[src/ctm_map.svh]
`ifndef CTM_MAP_SVH
`define CTM_MAP_SVH
// register byte offsets, low address byte
`define CTM_OFS_ROUTE_A    8'h00
`define CTM_OFS_ROUTE_B    8'h04
`define CTM_OFS_CTL_A      8'h08
`define CTM_OFS_CTL_B      8'h0C
`define CTM_OFS_COUNT_LO   8'h10
`define CTM_OFS_COUNT_HI   8'h14
`define CTM_OFS_MATCH_LO   8'h18
`define CTM_OFS_MATCH_HI   8'h1C
// reset values and implemented-bit masks
`define CTM_ROUTE_A_RST    8'h91
`define CTM_ROUTE_A_MASK   8'hF3
`define CTM_ROUTE_B_RST    8'h11
`define CTM_ROUTE_B_MASK   8'h33
`define CTM_CTL_RST        8'h00
`define CTM_HI_MASK        8'h03
// control a fields
`define CTM_PAUSE_BIT      7
`define CTM_CKSEL_HI       6
`define CTM_CKSEL_LO       4
`define CTM_RUN_BIT        3
`define CTM_PERIOD_HI      2
// control b fields
`define CTM_MODE_HI        7
`define CTM_MODE_LO        6
`define CTM_IO_HI          5
`define CTM_IO_LO          4
`define CTM_INIT_BIT       3
`define CTM_POL_BIT        2
`define CTM_INV2_BIT       1
`define CTM_CLRSEL_BIT     0
// prescaler terminal counts
`define CTM_PRE_DIV4       6'h03
`define CTM_PRE_DIV16      6'h0F
`define CTM_PRE_DIV64      6'h3F
`endif

[src/ctm_pkg.sv]
package ctm_pkg;
  typedef enum logic [2:0] {
    CTM_CK_SYS4   = 3'b000,
    CTM_CK_SYS    = 3'b001,
    CTM_CK_HI16   = 3'b010,
    CTM_CK_HI64   = 3'b011,
    CTM_CK_TBC    = 3'b100,
    CTM_CK_RSVD   = 3'b101,
    CTM_CK_EXT_R  = 3'b110,
    CTM_CK_EXT_F  = 3'b111
  } ctm_cksel_t;
  typedef enum logic [1:0] {
    CTM_MODE_CMP  = 2'b00,
    CTM_MODE_TMR  = 2'b01,
    CTM_MODE_PWM  = 2'b10,
    CTM_MODE_EVT  = 2'b11
  } ctm_mode_t;
  typedef enum logic [1:0] {
    CTM_BUS_IDLE  = 2'b00,
    CTM_BUS_WR    = 2'b01,
    CTM_BUS_RDW   = 2'b10,
    CTM_BUS_RDL   = 2'b11
  } ctm_bus_t;
endpackage : ctm_pkg

[src/ctm_top.sv]
// The AHB-Lite interface to the registers and the address map were chosen for this implementation.
`timescale 1ns/1ps
`include "ctm_map.svh"
// Summary of operation
// RL1 - 10-bit up-counter advances per selected clock edge when on and unpaused
// RL2 - period compares top three count bits; compare A compares all ten
// RL3 - software can only clear the counter, by raising the run bit
// RL4 - overflow or selected match clears the counter and raises an event
// RL5 - pause bit holds the count; clearing it resumes from held value
// RL6 - clock select: sys/4, sys, high/16, high/64, time base, pin edges
// RL7 - reserved clock select code connects no clock; counter stays
// RL8 - count readable as byte pair; compare A read/write byte pair
// RL9 - high bytes direct; low bytes via one shared holding buffer
// RL10 - low write fills buffer; high write loads high and buffer to low
// RL11 - high read returns high and latches low byte into buffer
// RL12 - software writes low then high, reads high then low
// RL13 - pin enable bit one gives pin to timer, zero keeps other use
// RL14 - unimplemented bits read zero and ignore writes
// RL15 - modes: compare match output, timer/event count, PWM output
// RL16 - two output pins; second carries same or inverted signal
// RL17 - run rise clears counter; run fall stops and keeps value
// RL18 - period match every 128 clocks times field; zero means 1024
// RL19 - separate event outputs for compare A and period match
// RL20 - external clock pin synchronised; one count per chosen edge
module ctm_top (
  // clock and reset
  input  wire logic               CORE_CLK_I,
  input  wire logic               RST_I,
  // ahb-lite slave
  input  wire logic               HSEL_I,
  input  wire logic [31:0]        HADDR_I,
  input  wire logic [1:0]         HTRANS_I,
  input  wire logic               HWRITE_I,
  input  wire logic [2:0]         HSIZE_I,
  input  wire logic [31:0]        HWDATA_I,
  input  wire logic               HREADY_I,
  output logic      [31:0]        HRDATA_O,
  output logic                    HREADYOUT_O,
  output logic                    HRESP_O,
  // clock sources
  input  wire logic               TBC_TICK_I,
  input  wire logic               EXT_CLK_I,
  // shared pins
  input  wire logic               ALT_PIN1_I,
  input  wire logic               ALT_PIN2_I,
  output logic                    PIN1_O,
  output logic                    PIN2_O,
  output logic      [7:0]         ROUTE_A_O,
  output logic      [7:0]         ROUTE_B_O,
  // events
  output logic                    MATCH_A_O,
  output logic                    MATCH_P_O
);
  import ctm_pkg::*;

  function automatic logic hit(input logic [7:0] a, input logic [7:0] o);
    hit = (a == o);
  endfunction : hit

  logic [7:0]  route_a;
  logic [7:0]  route_b;
  logic [7:0]  ctl_a;
  logic [7:0]  ctl_b;
  logic [9:0]  cmp_a;
  logic [7:0]  hold_buf;
  logic [9:0]  count;
  logic [5:0]  pre;
  logic        ext_s1;
  logic        ext_s2;
  logic        ext_s3;
  logic        run_q;
  logic        out_lvl;
  logic [7:0]  addr_q;
  ctm_bus_t    bus_st;
  ctm_bus_t    next_bus_st;

  // bus decode
  wire        addr_ok = HSEL_I & HTRANS_I[1] & HREADY_I;
  wire        wr_en   = (bus_st == CTM_BUS_WR);
  wire        rd_en   = (bus_st == CTM_BUS_RDW);
  wire [7:0]  wd      = HWDATA_I[7:0];
  wire        s_ra    = hit(addr_q, `CTM_OFS_ROUTE_A);
  wire        s_rb    = hit(addr_q, `CTM_OFS_ROUTE_B);
  wire        s_ca    = hit(addr_q, `CTM_OFS_CTL_A);
  wire        s_cb    = hit(addr_q, `CTM_OFS_CTL_B);
  wire        s_dl    = hit(addr_q, `CTM_OFS_COUNT_LO);
  wire        s_dh    = hit(addr_q, `CTM_OFS_COUNT_HI);
  wire        s_al    = hit(addr_q, `CTM_OFS_MATCH_LO);
  wire        s_ah    = hit(addr_q, `CTM_OFS_MATCH_HI);
  wire [7:0]  rd_mux  =
    s_ra ? route_a :
    s_rb ? route_b :
    s_ca ? ctl_a :
    s_cb ? ctl_b :
    (s_dl | s_al) ? hold_buf :                           // [RL9]
    s_dh ? {6'h00, count[9:8]} :                         // [RL8] [RL14]
    s_ah ? {6'h00, cmp_a[9:8]} : 8'h00;                  // [RL8] [RL14]

  always_comb begin
    case (bus_st)
      CTM_BUS_RDW: next_bus_st = CTM_BUS_RDL;
      default: begin
        if (addr_ok) begin
          next_bus_st = HWRITE_I ? CTM_BUS_WR : CTM_BUS_RDW;
        end else begin
          next_bus_st = CTM_BUS_IDLE;
        end
      end
    endcase
  end

  assign HREADYOUT_O = (bus_st != CTM_BUS_RDW);
  assign HRESP_O     = 1'b0;
  assign ROUTE_A_O   = route_a;
  assign ROUTE_B_O   = route_b;

  // clock selection and counting
  ctm_cksel_t cksel;
  ctm_mode_t  mode;
  assign cksel = ctm_cksel_t'(ctl_a[`CTM_CKSEL_HI:`CTM_CKSEL_LO]);
  assign mode  = ctm_mode_t'(ctl_b[`CTM_MODE_HI:`CTM_MODE_LO]);
  wire        ext_rise = ext_s2 & ~ext_s3;                   // [RL20]
  wire        ext_fall = ~ext_s2 & ext_s3;                   // [RL20]
  wire        tick =
    (cksel == CTM_CK_SYS4)  ? (pre[1:0] == 2'(`CTM_PRE_DIV4)) :  // [RL6]
    (cksel == CTM_CK_SYS)   ? 1'b1 :
    (cksel == CTM_CK_HI16)  ? (pre[3:0] == 4'(`CTM_PRE_DIV16)) :
    (cksel == CTM_CK_HI64)  ? (pre == `CTM_PRE_DIV64) :
    (cksel == CTM_CK_TBC)   ? TBC_TICK_I :
    (cksel == CTM_CK_EXT_R) ? ext_rise :
    (cksel == CTM_CK_EXT_F) ? ext_fall : 1'b0;               // [RL7]
  wire        run      = ctl_a[`CTM_RUN_BIT];
  wire        pause    = ctl_a[`CTM_PAUSE_BIT];
  wire        run_rise = run & ~run_q;                       // [RL17]
  wire        advance  = run & ~pause & tick;                // [RL1] [RL5]
  wire [9:0]  count_inc = count + 10'h001;
  wire        hit_p = (count_inc[9:7] == ctl_a[`CTM_PERIOD_HI:0]) &
                      (count_inc[6:0] == 7'h00);             // [RL2] [RL18]
  wire        hit_a = (count_inc == cmp_a);                  // [RL2]
  wire        clr_sel = ctl_b[`CTM_CLRSEL_BIT];
  wire        clr_hit = clr_sel ? hit_a : hit_p;
  wire [9:0]  next_count =
    run_rise ? 10'h000 :                                     // [RL3]
    (advance & clr_hit) ? 10'h000 :                          // [RL4]
    advance ? count_inc : count;
  wire [7:0]  next_hold =
    (wr_en & s_al) ? wd :                                    // [RL10]
    (rd_en & s_dh) ? count[7:0] :                            // [RL11]
    (rd_en & s_ah) ? cmp_a[7:0] : hold_buf;                  // [RL11]
  wire        cmp_evt  = advance & hit_a & (mode == CTM_MODE_CMP);
  wire [1:0]  io_act   = ctl_b[`CTM_IO_HI:`CTM_IO_LO];
  wire        next_out =
    run_rise ? ctl_b[`CTM_INIT_BIT] :                        // [RL15]
    (mode == CTM_MODE_PWM) ? (count < cmp_a) :               // [RL15]
    !cmp_evt ? out_lvl :
    (io_act == 2'b01) ? 1'b0 :
    (io_act == 2'b10) ? 1'b1 :
    (io_act == 2'b11) ? ~out_lvl : out_lvl;
  wire        pin1_lvl = out_lvl ^ ctl_b[`CTM_POL_BIT];
  wire        pin2_lvl = pin1_lvl ^ ctl_b[`CTM_INV2_BIT];    // [RL16]

  // bus and register state
  always_ff @(posedge CORE_CLK_I or posedge RST_I) begin
    if (RST_I) begin
      bus_st   <= CTM_BUS_IDLE;
      addr_q   <= 8'h00;
      HRDATA_O <= 32'h0000_0000;
    end else begin
      bus_st <= next_bus_st;
      if (addr_ok) begin
        addr_q <= HADDR_I[7:0];
      end
      if (rd_en) begin
        HRDATA_O <= {24'h00_0000, rd_mux};
      end
    end
  end

  always_ff @(posedge CORE_CLK_I or posedge RST_I) begin
    if (RST_I) begin
      route_a <= `CTM_ROUTE_A_RST;
      route_b <= `CTM_ROUTE_B_RST;
      ctl_a   <= `CTM_CTL_RST;
      ctl_b   <= `CTM_CTL_RST;
      cmp_a   <= 10'h000;
    end else if (wr_en) begin
      if (s_ra) route_a <= wd & `CTM_ROUTE_A_MASK;           // [RL14]
      if (s_rb) route_b <= wd & `CTM_ROUTE_B_MASK;           // [RL14]
      if (s_ca) ctl_a <= wd;
      if (s_cb) ctl_b <= wd;
      if (s_ah) cmp_a <= {wd[1:0], hold_buf};                // [RL10]
    end
  end

  // counter, prescaler and pin sync
  always_ff @(posedge CORE_CLK_I or posedge RST_I) begin
    if (RST_I) begin
      count    <= 10'h000;
      hold_buf <= 8'h00;
      pre      <= 6'h00;
      ext_s1   <= 1'b0;
      ext_s2   <= 1'b0;
      ext_s3   <= 1'b0;
      run_q    <= 1'b0;
    end else begin
      count    <= next_count;
      hold_buf <= next_hold;
      pre      <= pre + 6'h01;
      ext_s1   <= EXT_CLK_I;
      ext_s2   <= ext_s1;
      ext_s3   <= ext_s2;
      run_q    <= run;
    end
  end

  // outputs and events
  always_ff @(posedge CORE_CLK_I or posedge RST_I) begin
    if (RST_I) begin
      out_lvl   <= 1'b0;
      PIN1_O    <= 1'b0;
      PIN2_O    <= 1'b0;
      MATCH_A_O <= 1'b0;
      MATCH_P_O <= 1'b0;
    end else begin
      out_lvl   <= next_out;
      PIN1_O    <= route_a[0] ? pin1_lvl : ALT_PIN1_I;       // [RL13]
      PIN2_O    <= route_a[1] ? pin2_lvl : ALT_PIN2_I;       // [RL13]
      MATCH_A_O <= advance & hit_a & ~run_rise;              // [RL19]
      MATCH_P_O <= advance & hit_p & ~run_rise;              // [RL19]
    end
  end
endmodule : ctm_top
[config.mk]
export PLATFORM = sky130hd
export DESIGN_NAME = ctm_top
export DESIGN_NICKNAME = d
export VERILOG_FILES = /design/src/ctm_pkg.sv /design/src/ctm_top.sv
export VERILOG_INCLUDE_DIRS = /design/src
export SDC_FILE = /design/constraint.sdc
export NUM_CORES = 1
export LEC_CHECK = 0
export ABC_AREA = 1
export BUFFER_PORTS_ARGS = -buffer_cell sky130_fd_sc_hd__buf_2
export CAP_MARGIN = 20
export CORE_UTILIZATION = 40
export DETAILED_ROUTE_END_ITERATION = 7
export HOLD_SLACK_MARGIN = 0.05
export PLACE_DENSITY = 0.7
export SKIP_LAST_GASP = 1
export SYNTH_ARGS = -nofsm -noshare
export SYNTH_HDL_FRONTEND = slang
export SYNTH_SLANG_ARGS = --single-unit
[constraint.sdc]
create_clock -name CORE_CLK_I -period 3.41 [get_ports CORE_CLK_I]
set_input_delay 0.682 -clock CORE_CLK_I [delete_from_list [all_inputs] [get_ports CORE_CLK_I]]
set_output_delay 0.682 -clock CORE_CLK_I [all_outputs]
set_load 0.01 [all_outputs]
# Word level (Yosys, flattened, before mapping)
# Index checks and enable logic that the tools add are counted.
# word_totals
regBits	87
in_bits	78
output_inout_bits	54
wordCells	120
# classes
addsub	2
order_cmp	1
n_eq_ne	25
mux	32
bitwise_logic	26
n_reduce_logical	14
# op_table
operator	n
$mux 8	8
$eq 8x5->1 const B	4
$mux 10	3
$and 1x1->1	17
$eq 8x4->1 const B	2
$mux 1	16
$reduce_and 2->1	6
$add 10x1->10 const B	1
$eq 10x10->1	1
$eq 2x2->1 const B	5
$lt 10x10->1	1
$mux 2	5
$eq 3x3->1 const B	3
$reduce_bool 3->1	3
$eq 8x3->1 const B	1
$logic_not 8->1	1
$logic_not 7->1	1
$add 6x1->6 const B	1
$eq 3x2->1 const B	2
$eq 6x6->1 const B	1
$not 1->1	6
$reduce_bool 5->1	1
$eq 2x1->1 const B	2
$eq 4x4->1 const B	1
other kinds (7)	8

# Longest topological paths before layout
# Gate-level depths: netlist (run 1).
# logic_depth
ltp_word	15
ltp_mapped	14
depth_no_buf	13

# Least setup slack after synthesis (run 1)
# No wires, ideal clock.
# synth_timing
path_kind	flip-flop to flip-flop
from	reg count[1]
to	reg count[0]
setup_time_ns	0.125
arrival_ns	1.647
t_required_ns	3.285
setup_slack_ns	1.638
path_stages_with_launch	13
n_path_buf	0
period_less_slack_ns	1.772
cell_sequence	dfrtp_1 -> ha_1 -> nand3_1 -> inv_1 -> nand2_1 -> nand2_2 -> nand2_2 -> nand2_1 -> nand2_1 -> nor2_2 -> nand4_2 -> nand3_4 -> a21oi_2
# synth_via
elab_chain_cells	7
elab_cells_between_ends	10
cone_classes	add/sub (1); eq/ne (2); mux (3); bitwise (2); reduce/logical (2)
# synth_lines
element	line_no	text
from (decl)	ctm_top.sv:66	logic [9:0] count;
from (signal assigned)	ctm_top.sv:206	count <= next_count;
$add 10x1->10 (*)	ctm_top.sv:136	wire [9:0] count_inc = count + 10'h001;
$logic_not 7->1 or $eq 3x3->1 (tied branches)	ctm_top.sv:138, ctm_top.sv:137	
$and 1x1->1	ctm_top.sv:137	wire hit_p = (count_inc[9:7] == ctl_a[`CTM_PERIOD_HI:0]) &
$mux 1 (*)	ctm_top.sv:141	wire clr_hit = clr_sel ? hit_a : hit_p;
$and 1x1->1 (*)	ctm_top.sv:144	(advance & clr_hit) ? 10'h000 :
$mux 10	ctm_top.sv:144	
$mux 10	ctm_top.sv:143	run_rise ? 10'h000 :
# Every way passes the cells marked *; elsewhere a longest branch is shown, timed or not.
# A chain may end at the register's enable or synchronous reset.

# Final worst setup path (run 1)
# Same ends and word-level chain as after synthesis.

==> results.cfg, run 1 <==
[synth]
post-synth-top-area-cell = sky130_fd_sc_hd__dfrtp_1
synth_cell_type_count = 39
syn-instance-count = 589
synth-warning-count = 0
synth_area_leaders = sky130_fd_sc_hd__dfrtp_1 42%, sky130_fd_sc_hd__nand2_1 11%, sky130_fd_sc_hd__inv_1 6.0%
yosys_most_used_dff = sky130_fd_sc_hd__dfrtp_1
yosysTopAreaCellShare_pct = 42.1
netlist_area_mm2 = 0.00487
synth_enable_flop_cells = 0
syn_avg_cell_area_um2 = 8.27
postSynth.asyncResetShare_pct = 100
seq_area_frac_synth_pct = 44.8
synth-seq-cells = 87

[die]
floorplan.rows = 39
boundaryPins = 132
dieWidth_um = 112
core_area_mm2 = 0.0117
effective_utilization_at_floorplan_pct = 41.7
floorplan.die_area_mm2 = 0.0126
die_h_um = 112

[cts]
postCtsSetupBuffers = 0
cts_hold_buffers = 0
clk_pin_slew_worst_paths_ns = 0.07
max-clock-path-buffers = 2
cts_tree = built
clock_root_buffer = sky130_fd_sc_hd__clkbuf_16
tritoncts_num_sinks = 87
cts_inserted_buffers = 9
worst_skew_pair.late_latency_ns = 0.34
cts.htree.levels = 3
post_cts_resized = 0

[worst_setup_path]
rrSetupSlack_ns = 1.20
worstReg2RegStart = count[1]
cp.required_ns = 3.64
timing.critical_path.from_type = register
cp-startpoint = count[1]
critical_path_class = register to register
critPathArrivalTime_ns = 2.44
timing.critical_path.fanout_max = 10
worstSetupEndpointType = register

[routing]
routedLengthMet1_um = 5350
wl_met2_um = 4990
dr.max_layer_used = met4
post_drt_via_cell_ratio = 5.00
dr_pass1_iterations = 7
aggregate_routed_wire_length_um = 11000
dr_total_vias = 3936
drt.antenna.violating_nets = 0
dr.first_iter.drc_count = 279
detail_route.wl_per_cell_um = 13.9
detail_route.drc_violations = 4
wl_met3_um = 418

[timing]
holdWs_ns = 0.236
maxSlewHeadroom_pct = 57.8
layout_setup_ws_ns = 1.20
final_min_period_over_clock_period_pct = 64.9
finClkSkew_ns = 0.0120
final-hold-violation-count = 0
setup_tns_ns = 0
max_freq_ghz = 0.452
finalSetupViolations = 0
fin_crit_ns = 2.21
rsz0062_at_grt = false
timing.final.max_slew_violations = 0
tightestPinTransition_ns = 0.631

[global_route]
overflow = 0
grt_first_pass_wirelength_um = 18500
overall_global_routing_usage_pct = 18.5
grt_antenna_before_repair = 0
number_of_global_route_vias_before_repair = 3781
grt_max_degree = 78

[place]
detailedPlacementHpwl_um = 8270
count_of_buffers_from_port_buffering = 48
postPlaceCellArea_mm2 = 0.00514
placed_cell_count = 771
routabilityCongestion = 0.877
post-place-ws_ns = 1.20

[finish]
final_nets = 733
sequential_cell_area_mm2 = 0.00218
fill_cells = 1155
stdcell_area_mm2 = 0.00545
layout.cells.most_common = sky130_fd_sc_hd__nand2_1
n_antenna_cell = 0
instances_no_fill = 787
most-common-layout-cells = 143 x sky130_fd_sc_hd__nand2_1, 82 x sky130_fd_sc_hd__dfrtp_1, 77 x sky130_fd_sc_hd__inv_1, 54 x sky130_fd_sc_hd__o21ai_0, 48 x sky130_fd_sc_hd__buf_2
multiInputGateArea_mm2 = 0.00220
final_util_pct = 46.7
area_growth_syn_to_layout_pct = 11.8
share_of_cells_above_drive_strength_1_pct = 17.9

[power]
report.power.total_mw = 2.56
power.leakage_nw = 2.84
worst_ir_drop_vdd_mv = 0.332
p_per_area_mw_per_mm2 = 471

[status]
outcome = finished, violations left
violations = DRC

[run]
max_cap_viol_count = 0

[worst_hold_path]
worst_hold_path_type = primary input to asynchronous set/reset pin
==> cell type report <==
class / count / area share (%)
inverter: 83 / 5.74
clock inverter: 6 / 1.22
multi-input combinational: 409 / 40.5
timing repair buffer: 49 / 4.78
sequential: 87 / 40.1
tap: 143 / 3.29
clock buffer: 10 / 4.39
==> worst paths after layout <==
check | to | cells after the start
max | count[0] | 12
min | count[2] | 2
max reg2reg | count[0] | 12
min reg2reg | ext_s2 | 0
max in group asynchronous | ROUTE_A_O[0] | 3
min in group CORE_CLK_I | ext_s2 | 0
==> metal layers <==
metal / up-vias / GRT usage [%]
li1: 1977 / -
met1: 1836 / 25.8
met2: 107 / 29.4
met3: 16 / 2.21
met4: 0 / 7.73
met5: - / 0
==> logic make-up (layout without fill, tap and decap cells) <==
kind of cell / count (synthesis) / in the layout / share of synthesized area (%)
other: 1 / 31 / 0.0770
muxes: 2 / 2 / 0.463
xor gates and xnor gates: 8 / 8 / 1.44
DFF: 87 / 87 / 44.8
AOI/OAI and AO/OA: 115 / 115 / 14.4
adders and majority gates: 16 / 16 / 4.11
buffers and inverters: 123 / 148 / 12.2
and+or+nand+nor: 237 / 237 / 22.4
==> state kept, by name (all words and copies together), names as in the netlist, 2 cells and up <==
name and cells:
HRDATA_O 8, ROUTE_A_O 6, ROUTE_B_O 4, addr_q 8, bus_st 2, cmp_a 10
count 10, ctl_a 8, ctl_b 8, hold_buf 8, pre 6
==> report_power, final <==
group	internal [mW]	leakage [nW]	switching [mW]
sequential	1.12	0.979	0.0674
clock	0.592	0.153	0.417
combinational	0.123	1.71	0.240
total	1.84	2.84	0.724
==> cell usage after synthesis (3+ instances only) <==
master and number:
sky130_fd_sc_hd__o21ai_0 54, sky130_fd_sc_hd__inv_1 78, sky130_fd_sc_hd__o21ai_1 5, sky130_fd_sc_hd__dfrtp_1 82
sky130_fd_sc_hd__buf_2 3, sky130_fd_sc_hd__xor2_1 6, sky130_fd_sc_hd__nand2_2 10, sky130_fd_sc_hd__a21oi_1 19
sky130_fd_sc_hd__clkbuf_1 4, sky130_fd_sc_hd__nand4_1 11, sky130_fd_sc_hd__ha_1 16, sky130_fd_sc_hd__nor2_4 4
sky130_fd_sc_hd__buf_4 32, sky130_fd_sc_hd__nor2_1 25, sky130_fd_sc_hd__inv_2 4, sky130_fd_sc_hd__nand2_1 143
sky130_fd_sc_hd__dfstp_2 5, sky130_fd_sc_hd__o2111ai_1 3, sky130_fd_sc_hd__o211ai_1 4, sky130_fd_sc_hd__o21ai_2 9
sky130_fd_sc_hd__nor2_2 6, sky130_fd_sc_hd__o221ai_1 16, sky130_fd_sc_hd__nand3_1 28
==> worst max-delay path, stage by stage (launching register included) <==
cell and delay (ns):
sky130_fd_sc_hd__dfrtp_1 0.52, sky130_fd_sc_hd__ha_1 0.34, sky130_fd_sc_hd__nand3_1 0.15, sky130_fd_sc_hd__inv_1 0.12, sky130_fd_sc_hd__nand2_1 0.07, sky130_fd_sc_hd__nand2_2 0.07
sky130_fd_sc_hd__nand2_2 0.08, sky130_fd_sc_hd__nand2_1 0.07, sky130_fd_sc_hd__nand2_1 0.06, sky130_fd_sc_hd__nor2_2 0.19, sky130_fd_sc_hd__nand4_2 0.16, sky130_fd_sc_hd__nand3_4 0.19
sky130_fd_sc_hd__a21oi_2 0.08
Note: power is estimated with default switching activity, not from simulation.
==> run 2: changes to the inputs <==
Settings changed: ABC_AREA 1 to 0, PLACE_DENSITY 0.7 to 0.69.
Clock period 3.41 ns to 2.3 ns, I/O delays scaled along.
==> results.cfg, run 2 <==
[finish]
instances_no_fill = 774
area_growth_syn_to_layout_pct = 24.2
final_util_pct = 51.7
n_antenna_cell = 0
share_of_cells_above_drive_strength_1_pct = 36.0
most-common-layout-cells = 80 x sky130_fd_sc_hd__dfrtp_1, 68 x sky130_fd_sc_hd__buf_4, 48 x sky130_fd_sc_hd__buf_2, 46 x sky130_fd_sc_hd__mux2_2, 33 x sky130_fd_sc_hd__nand2_1
final_nets = 695
reg.largest.list = cmp_a (10), count (10)
layout.cells.most_common = sky130_fd_sc_hd__dfrtp_1

[worst_setup_path]
cpMaxStageDelayCell = sky130_fd_sc_hd__or4_4
timing.critical_path.fanout_max = 12
critical_path_class = register to register
critPathMaxStageDelay_ns = 0.51
timing.critical_path.from_type = register
cp.required_ns = 2.52
critPathArrivalTime_ns = 2.71
critical_path_cell_by_cell = buf_4 -> nand4_4 -> or4_4 -> xnor2_2 -> o2111ai_2 -> or3b_1 -> buf_6 -> a311oi_2 -> a21oi_1
worstSetupEndpointType = register

[worst_hold_path]
worst_hold_path_type = primary input to register

[synth]
post-synth-top-count-cell = sky130_fd_sc_hd__dfrtp_1
syn-instance-count = 496
postSynth.asyncResetShare_pct = 100
netlist_area_mm2 = 0.00507
yosys_most_used_dff = sky130_fd_sc_hd__dfrtp_1
yosysTopAreaCellShare_pct = 40.5
synth-seq-cells = 87
synth_area_leaders = sky130_fd_sc_hd__dfrtp_1 40%, sky130_fd_sc_hd__mux2_2 10%, sky130_fd_sc_hd__buf_4 5.2%
seq_area_frac_synth_pct = 43.1
post-synth-top-area-cell = sky130_fd_sc_hd__dfrtp_1
yosys-top-cells-count = 82 x sky130_fd_sc_hd__dfrtp_1, 47 x sky130_fd_sc_hd__mux2_2, 35 x sky130_fd_sc_hd__buf_4, 33 x sky130_fd_sc_hd__nand2_1, 29 x sky130_fd_sc_hd__nor2_1
synth_enable_flop_cells = 0
syn_avg_cell_area_um2 = 10.2
synth-warning-count = 0
synth_cell_type_count = 64

[die]
floorplan.die_area_mm2 = 0.0131
boundaryPins = 132
die_h_um = 115
floorplan.rows = 40
core_area_mm2 = 0.0122
effective_utilization_at_floorplan_pct = 41.7
dieWidth_um = 115

[cts]
cts_hold_buffers = 0
worst_skew_pair.late_latency_ns = 0.34
cts_tree = built
clock_root_buffer = sky130_fd_sc_hd__clkbuf_16
cts.htree.levels = 3
clk_pin_slew_worst_paths_ns = 0.06
cts_inserted_buffers = 9
max-clock-path-buffers = 2
tritoncts_num_sinks = 87

[place]
count_of_buffers_from_port_buffering = 48
routabilityCongestion = 0.877
detailedPlacementHpwl_um = 9010
placed_cell_count = 751

[status]
outcome = finished, violations left
violations = setup timing

[routing]
detail_route.wl_per_cell_um = 16.3
aggregate_routed_wire_length_um = 12600
detail_route.drc_violations = 0
dr_pass1_iterations = 5
post_drt_via_cell_ratio = 5.40
dr.first_iter.drc_count = 325
dr_total_vias = 4177
drt.antenna.violating_nets = 0

[global_route]
met2_usage_pct = 33.3
globalRoute.busiestLayer = met2
grt_first_pass_wirelength_um = 20500
overall_global_routing_usage_pct = 20.1
grt_max_degree = 88
number_of_global_route_vias_before_repair = 3977
grt_antenna_before_repair = 0
gr-usage-met1_pct = 27.2
overflow = 0
grt.met3_usage_pct = 2.91

[timing]
final_min_period_over_clock_period_pct = 108
tightestPinTransition_ns = 0.669
layout_setup_ws_ns = -0.191
finalSetupViolations = 12
finClkSkew_ns = 0.00874
rsz0062_at_grt = true
max_freq_ghz = 0.401
maxSlewHeadroom_pct = 55.3
final-hold-violation-count = 0
fin_crit_ns = 2.49
timing.final.max_slew_violations = 0

[power]
power.leakage_nw = 2.90
report.power.total_mw = 4.62
worst_ir_drop_vdd_mv = 0.487
p_per_area_mw_per_mm2 = 735

[run]
max_cap_viol_count = 0
## run 2: cell count changes in the layout (fill, tap and decap cells not counted), sizes merged, moves of 9 or more
cell	before	now
buf	49	121
o221ai	16	1
inv	83	25
mux2	2	47
nor3	3	12
nand2	154	33
nand3	29	15
mux2i	0	9
o21ai	68	27
## run 2: per-stage QoR
stage	instance area, µm²	setup slack (ns)	hold slack [ns]	TNS (ns)
3_5_place_dp	5790	-0.321	0.349	-3.07
6_report	6290	-0.191	0.228	-1.58
5_1_grt	6290	-0.284	0.223	-2.77
4_1_cts	6200	-0.112	0.223	-0.840
3_3_place_gp	5790	-0.302	0.343	-2.51
2_1_floorplan	5250	-0.0599	0.331	-0.231
## run 2: final timing paths
path | cells past startpoint | start | slack [ns] | endpoint
min | 1 | EXT_CLK_I | 0.23 | ext_s1
max in group asynchronous | 3 | RST_I | 1.67 | ROUTE_A_O[0]
min in group asynchronous | 3 | RST_I | 0.25 | count[6]
max reg2reg | 9 | count[0] | -0.19 | count[2]
min reg2reg | 0 | ext_s1 | 0.35 | ext_s2
max | 9 | count[0] | -0.19 | count[2]
## run 2: cell type report
type,count,area [µm²]
clock buffer,12,246
clock inverter,4,80.1
fill,1086,5870
inverter,25,97.6
multi-input combinational,357,2650
sequential,87,2190
tap,168,210
timing repair buffer,121,825
## run 2: layer usage
metal / part of all wire (%) / vias to the layer above
met5: 0 / -
li1: - / 1934
met4: 1.6 / 0
met2: 49 / 172
met1: 44 / 2051
met3: 5.6 / 20
## run 2: report_power, final
group | switching (mW) | total (mW) | internal [mW] | leakage, nW
clock | 0.608 | 1.60 | 0.992 | 0.159
combinational | 0.570 | 1.11 | 0.541 | 1.65
sequential | 0.179 | 1.91 | 1.73 | 1.09
total | 1.36 | 4.62 | 3.26 | 2.90
## run 2: repair_timing
action / in CTS / in global routing
pin swaps: 4 / 7
endpoints found under the setup margin: 11 / 23
gates cloned: 1 / 0
buffers inserted: 1 / 5
gates resized for setup: 17 / 7
## run 2: logic make-up (layout without fill, tap and decap cells)
family / after synthesis / count (layout) / share of synthesized area, %
simple gates: 143 / 143 / 15.0
compound gates: 91 / 92 / 12.0
flops: 87 / 87 / 43.1
buf+inv: 83 / 162 / 9.80
mux: 58 / 58 / 13.1
xor+xnor: 17 / 17 / 2.94
fa+ha+maj: 16 / 16 / 3.95
other cells: 1 / 31 / 0.0740
## run 2: worst max-delay path: cells and delay by family, from the launching register on
kind	cells	cell delay, ns
xor+xnor	1	0.16
compound gates	3	0.49
buf+inv	2	0.30
simple gates	3	1.00
flops	1	0.42
==> run 3: changes to the inputs <==
==> constraint.sdc (replaced) <==
create_clock -name CORE_CLK_I -period 2.3 [get_ports CORE_CLK_I]
set_input_delay 0.345 -clock CORE_CLK_I [delete_from_list [all_inputs] [get_ports CORE_CLK_I]]
set_output_delay 0.345 -clock CORE_CLK_I [all_outputs]
set_load 0.01 [all_outputs]
==> results.cfg, run 3 (synthesized netlist as in run 2, its figures left out) <==
[worst_setup_path]
worst_path_dominant_cell_family = compound AO/OA/AOI/OAI gates
cp.required_ns = 2.53
timing.critical_path.from_type = register
cpMaxStageDelayCell = sky130_fd_sc_hd__o41a_1
critical_path_class = register to register
timing.critical_path.fanout_max = 7
path_buf_inv = 1
critical_path_cell_by_cell = ha_4 -> nand4_1 -> or3_1 -> a31oi_1 -> a21oi_1 -> o41a_1 -> buf_4 -> a32o_1
worstSetupEndpointType = register
critPathArrivalTime_ns = 2.76
critPathMaxStageDelay_ns = 0.55

[power]
intPower_mw = 3.01
p_per_area_mw_per_mm2 = 707
comb_power_share_pct = 24.2
power.leakage_nw = 2.90
netSwitchingPower_mw = 1.43
fraction_of_power_spent_switching_nets_pct = 32.2
report.power.total_mw = 4.44
worst_ir_drop_vdd_mv = 0.454
clock_power_share_pct = 32.5
share_seq_of_total_power_pct = 43.3

[cts]
cts.htree.levels = 3
max-clock-path-buffers = 2
cts_inserted_buffers = 9
clock_root_buffer = sky130_fd_sc_hd__clkbuf_16
worst_skew_pair.late_latency_ns = 0.34
clk_pin_slew_worst_paths_ns = 0.07
tritoncts_num_sinks = 87
cts_tree = built

[die]
core_area_mm2 = 0.0122
effective_utilization_at_floorplan_pct = 41.7
floorplan.die_area_mm2 = 0.0131
dieWidth_um = 115
die_h_um = 115
floorplan.rows = 40
boundaryPins = 132

[timing]
finalSetupViolations = 11
final-hold-violation-count = 0
max_freq_ghz = 0.395
final_min_period_over_clock_period_pct = 110
fin_crit_ns = 2.53
finClkSkew_ns = 0.00725
holdWs_ns = 0.113
rsz0062_at_grt = true
tightestPinTransition_ns = 0.601
layout_setup_ws_ns = -0.232
timing.final.max_slew_violations = 0
maxSlewHeadroom_pct = 59.9

[place]
detailedPlacementHpwl_um = 9350
routabilityCongestion = 0.849
postPlaceCellArea_mm2 = 0.00582
count_of_buffers_from_port_buffering = 48
post-place-ws_ns = -0.347

[routing]
detail_route.wl_per_cell_um = 16.4
dr_total_vias = 4181
aggregate_routed_wire_length_um = 12800
dr.first_iter.drc_count = 279
detail_route.drc_violations = 0
post_drt_via_cell_ratio = 5.37
drt.antenna.violating_nets = 0
dr_pass1_iterations = 6

[status]
violations = setup timing
outcome = finished, violations left

[global_route]
number_of_global_route_vias_before_repair = 4250
overflow = 0
grt_max_degree = 26
grt_antenna_before_repair = 0
grt_first_pass_wirelength_um = 20900
overall_global_routing_usage_pct = 20.3

[worst_hold_path]
worst_hold_path_type = primary input to register

[finish]
stdcell_area_mm2 = 0.00628
share_of_cells_above_drive_strength_1_pct = 36.5
final_util_pct = 51.6
layout.cells.most_common = sky130_fd_sc_hd__dfrtp_1
n_antenna_cell = 0
final_nets = 700
area_growth_syn_to_layout_pct = 23.9
reg.largest.list = cmp_a (10), count (10)
most-common-layout-cells = 80 x sky130_fd_sc_hd__dfrtp_1, 69 x sky130_fd_sc_hd__buf_4, 48 x sky130_fd_sc_hd__buf_2, 46 x sky130_fd_sc_hd__mux2_2, 33 x sky130_fd_sc_hd__nand2_1

[run]
max_cap_viol_count = 0
run 3: cell count changes in the layout (fill, tap and decap cells not counted), moves of 2 or more:
cell | previous run | this run
sky130_fd_sc_hd__clkinvlp_4 | 1 | 3
sky130_fd_sc_hd__o21ai_0 | 21 | 19
sky130_fd_sc_hd__clkbuf_1 | 2 | 0
sky130_fd_sc_hd__o21ai_1 | 3 | 5
sky130_fd_sc_hd__bufinv_16 | 2 | 0
sky130_fd_sc_hd__buf_6 | 3 | 7
run 3: power groups by stage:
stage | Sequential (mW) | Combinational (mW) | Clock [mW]
2_1_floorplan | 1.91 | 0.707 | 0
3_3_place_gp | 1.93 | 0.987 | 0
3_5_place_dp | 1.94 | 1.01 | 0
4_1_cts | 1.92 | 1.06 | 1.46
5_1_grt | 1.94 | 1.18 | 1.51
6_report | 1.92 | 1.07 | 1.44
run 3: final timing paths:
check	startpoint	end	slack, ns	cells after the start
setup / recovery	count[1]	count[1]	-0.23	8
hold reg to reg	ext_s1	ext_s2	0.36	0
min in group asynchronous	RST_I	count[7]	0.58	3
max in group asynchronous	RST_I	ROUTE_A_O[7]	1.04	4
hold / removal	EXT_CLK_I	ext_s1	0.11	1
setup reg to reg	count[1]	count[1]	-0.23	8
run 3: area by class of cell:
| cell class | instances | area [µm²] |
|---|---|---|
| fillers | 1075 | 5880 |
| multi-input cells | 356 | 2600 |
| flip-flops and latches | 87 | 2190 |
| repair buffers | 127 | 887 |
| clock buffers | 9 | 225 |
| well taps | 168 | 210 |
| inverters | 25 | 100 |
| clock inverters | 7 | 68.8 |
run 3: routing by layer:
metal	vias up	track usage [%]	wire length (µm)	share of wire [%]
met3	22	3.02	681	5.3
met5	-	0	0	0
li1	1943	-	-	-
met2	162	35.7	6390	50
met4	0	5.02	180	1.4
met1	2054	26.1	5540	43
run 3: repair_timing:
action	4_1_cts	5_1_grt
endpoints found under the hold margin	8	0
setup buffers	7	1
endpoints found under the setup margin	11	22
pin swaps	5	1
gates resized for setup	21	6
hold buffers	1	0
run 3: per-stage QoR:
| step | setup TNS [ns] | instances |
|---|---|---|
| after floorplan | -0.231 | 526 |
| after detailed placement | -3.20 | 754 |
| after global routing | -2.61 | 779 |
| after global placement | -2.87 | 754 |
| after CTS | -0.964 | 778 |
| final | -1.80 | 779 |
run 3: worst reg2reg max path, cell delays in order (launching register included):
cell                      delay (ns)
sky130_fd_sc_hd__dfrtp_2        0.46
sky130_fd_sc_hd__ha_4           0.18
sky130_fd_sc_hd__nand4_1        0.20
sky130_fd_sc_hd__or3_1          0.37
sky130_fd_sc_hd__a31oi_1        0.14
sky130_fd_sc_hd__a21oi_1        0.08
sky130_fd_sc_hd__o41a_1         0.55
sky130_fd_sc_hd__buf_4          0.20
sky130_fd_sc_hd__a32o_1         0.23
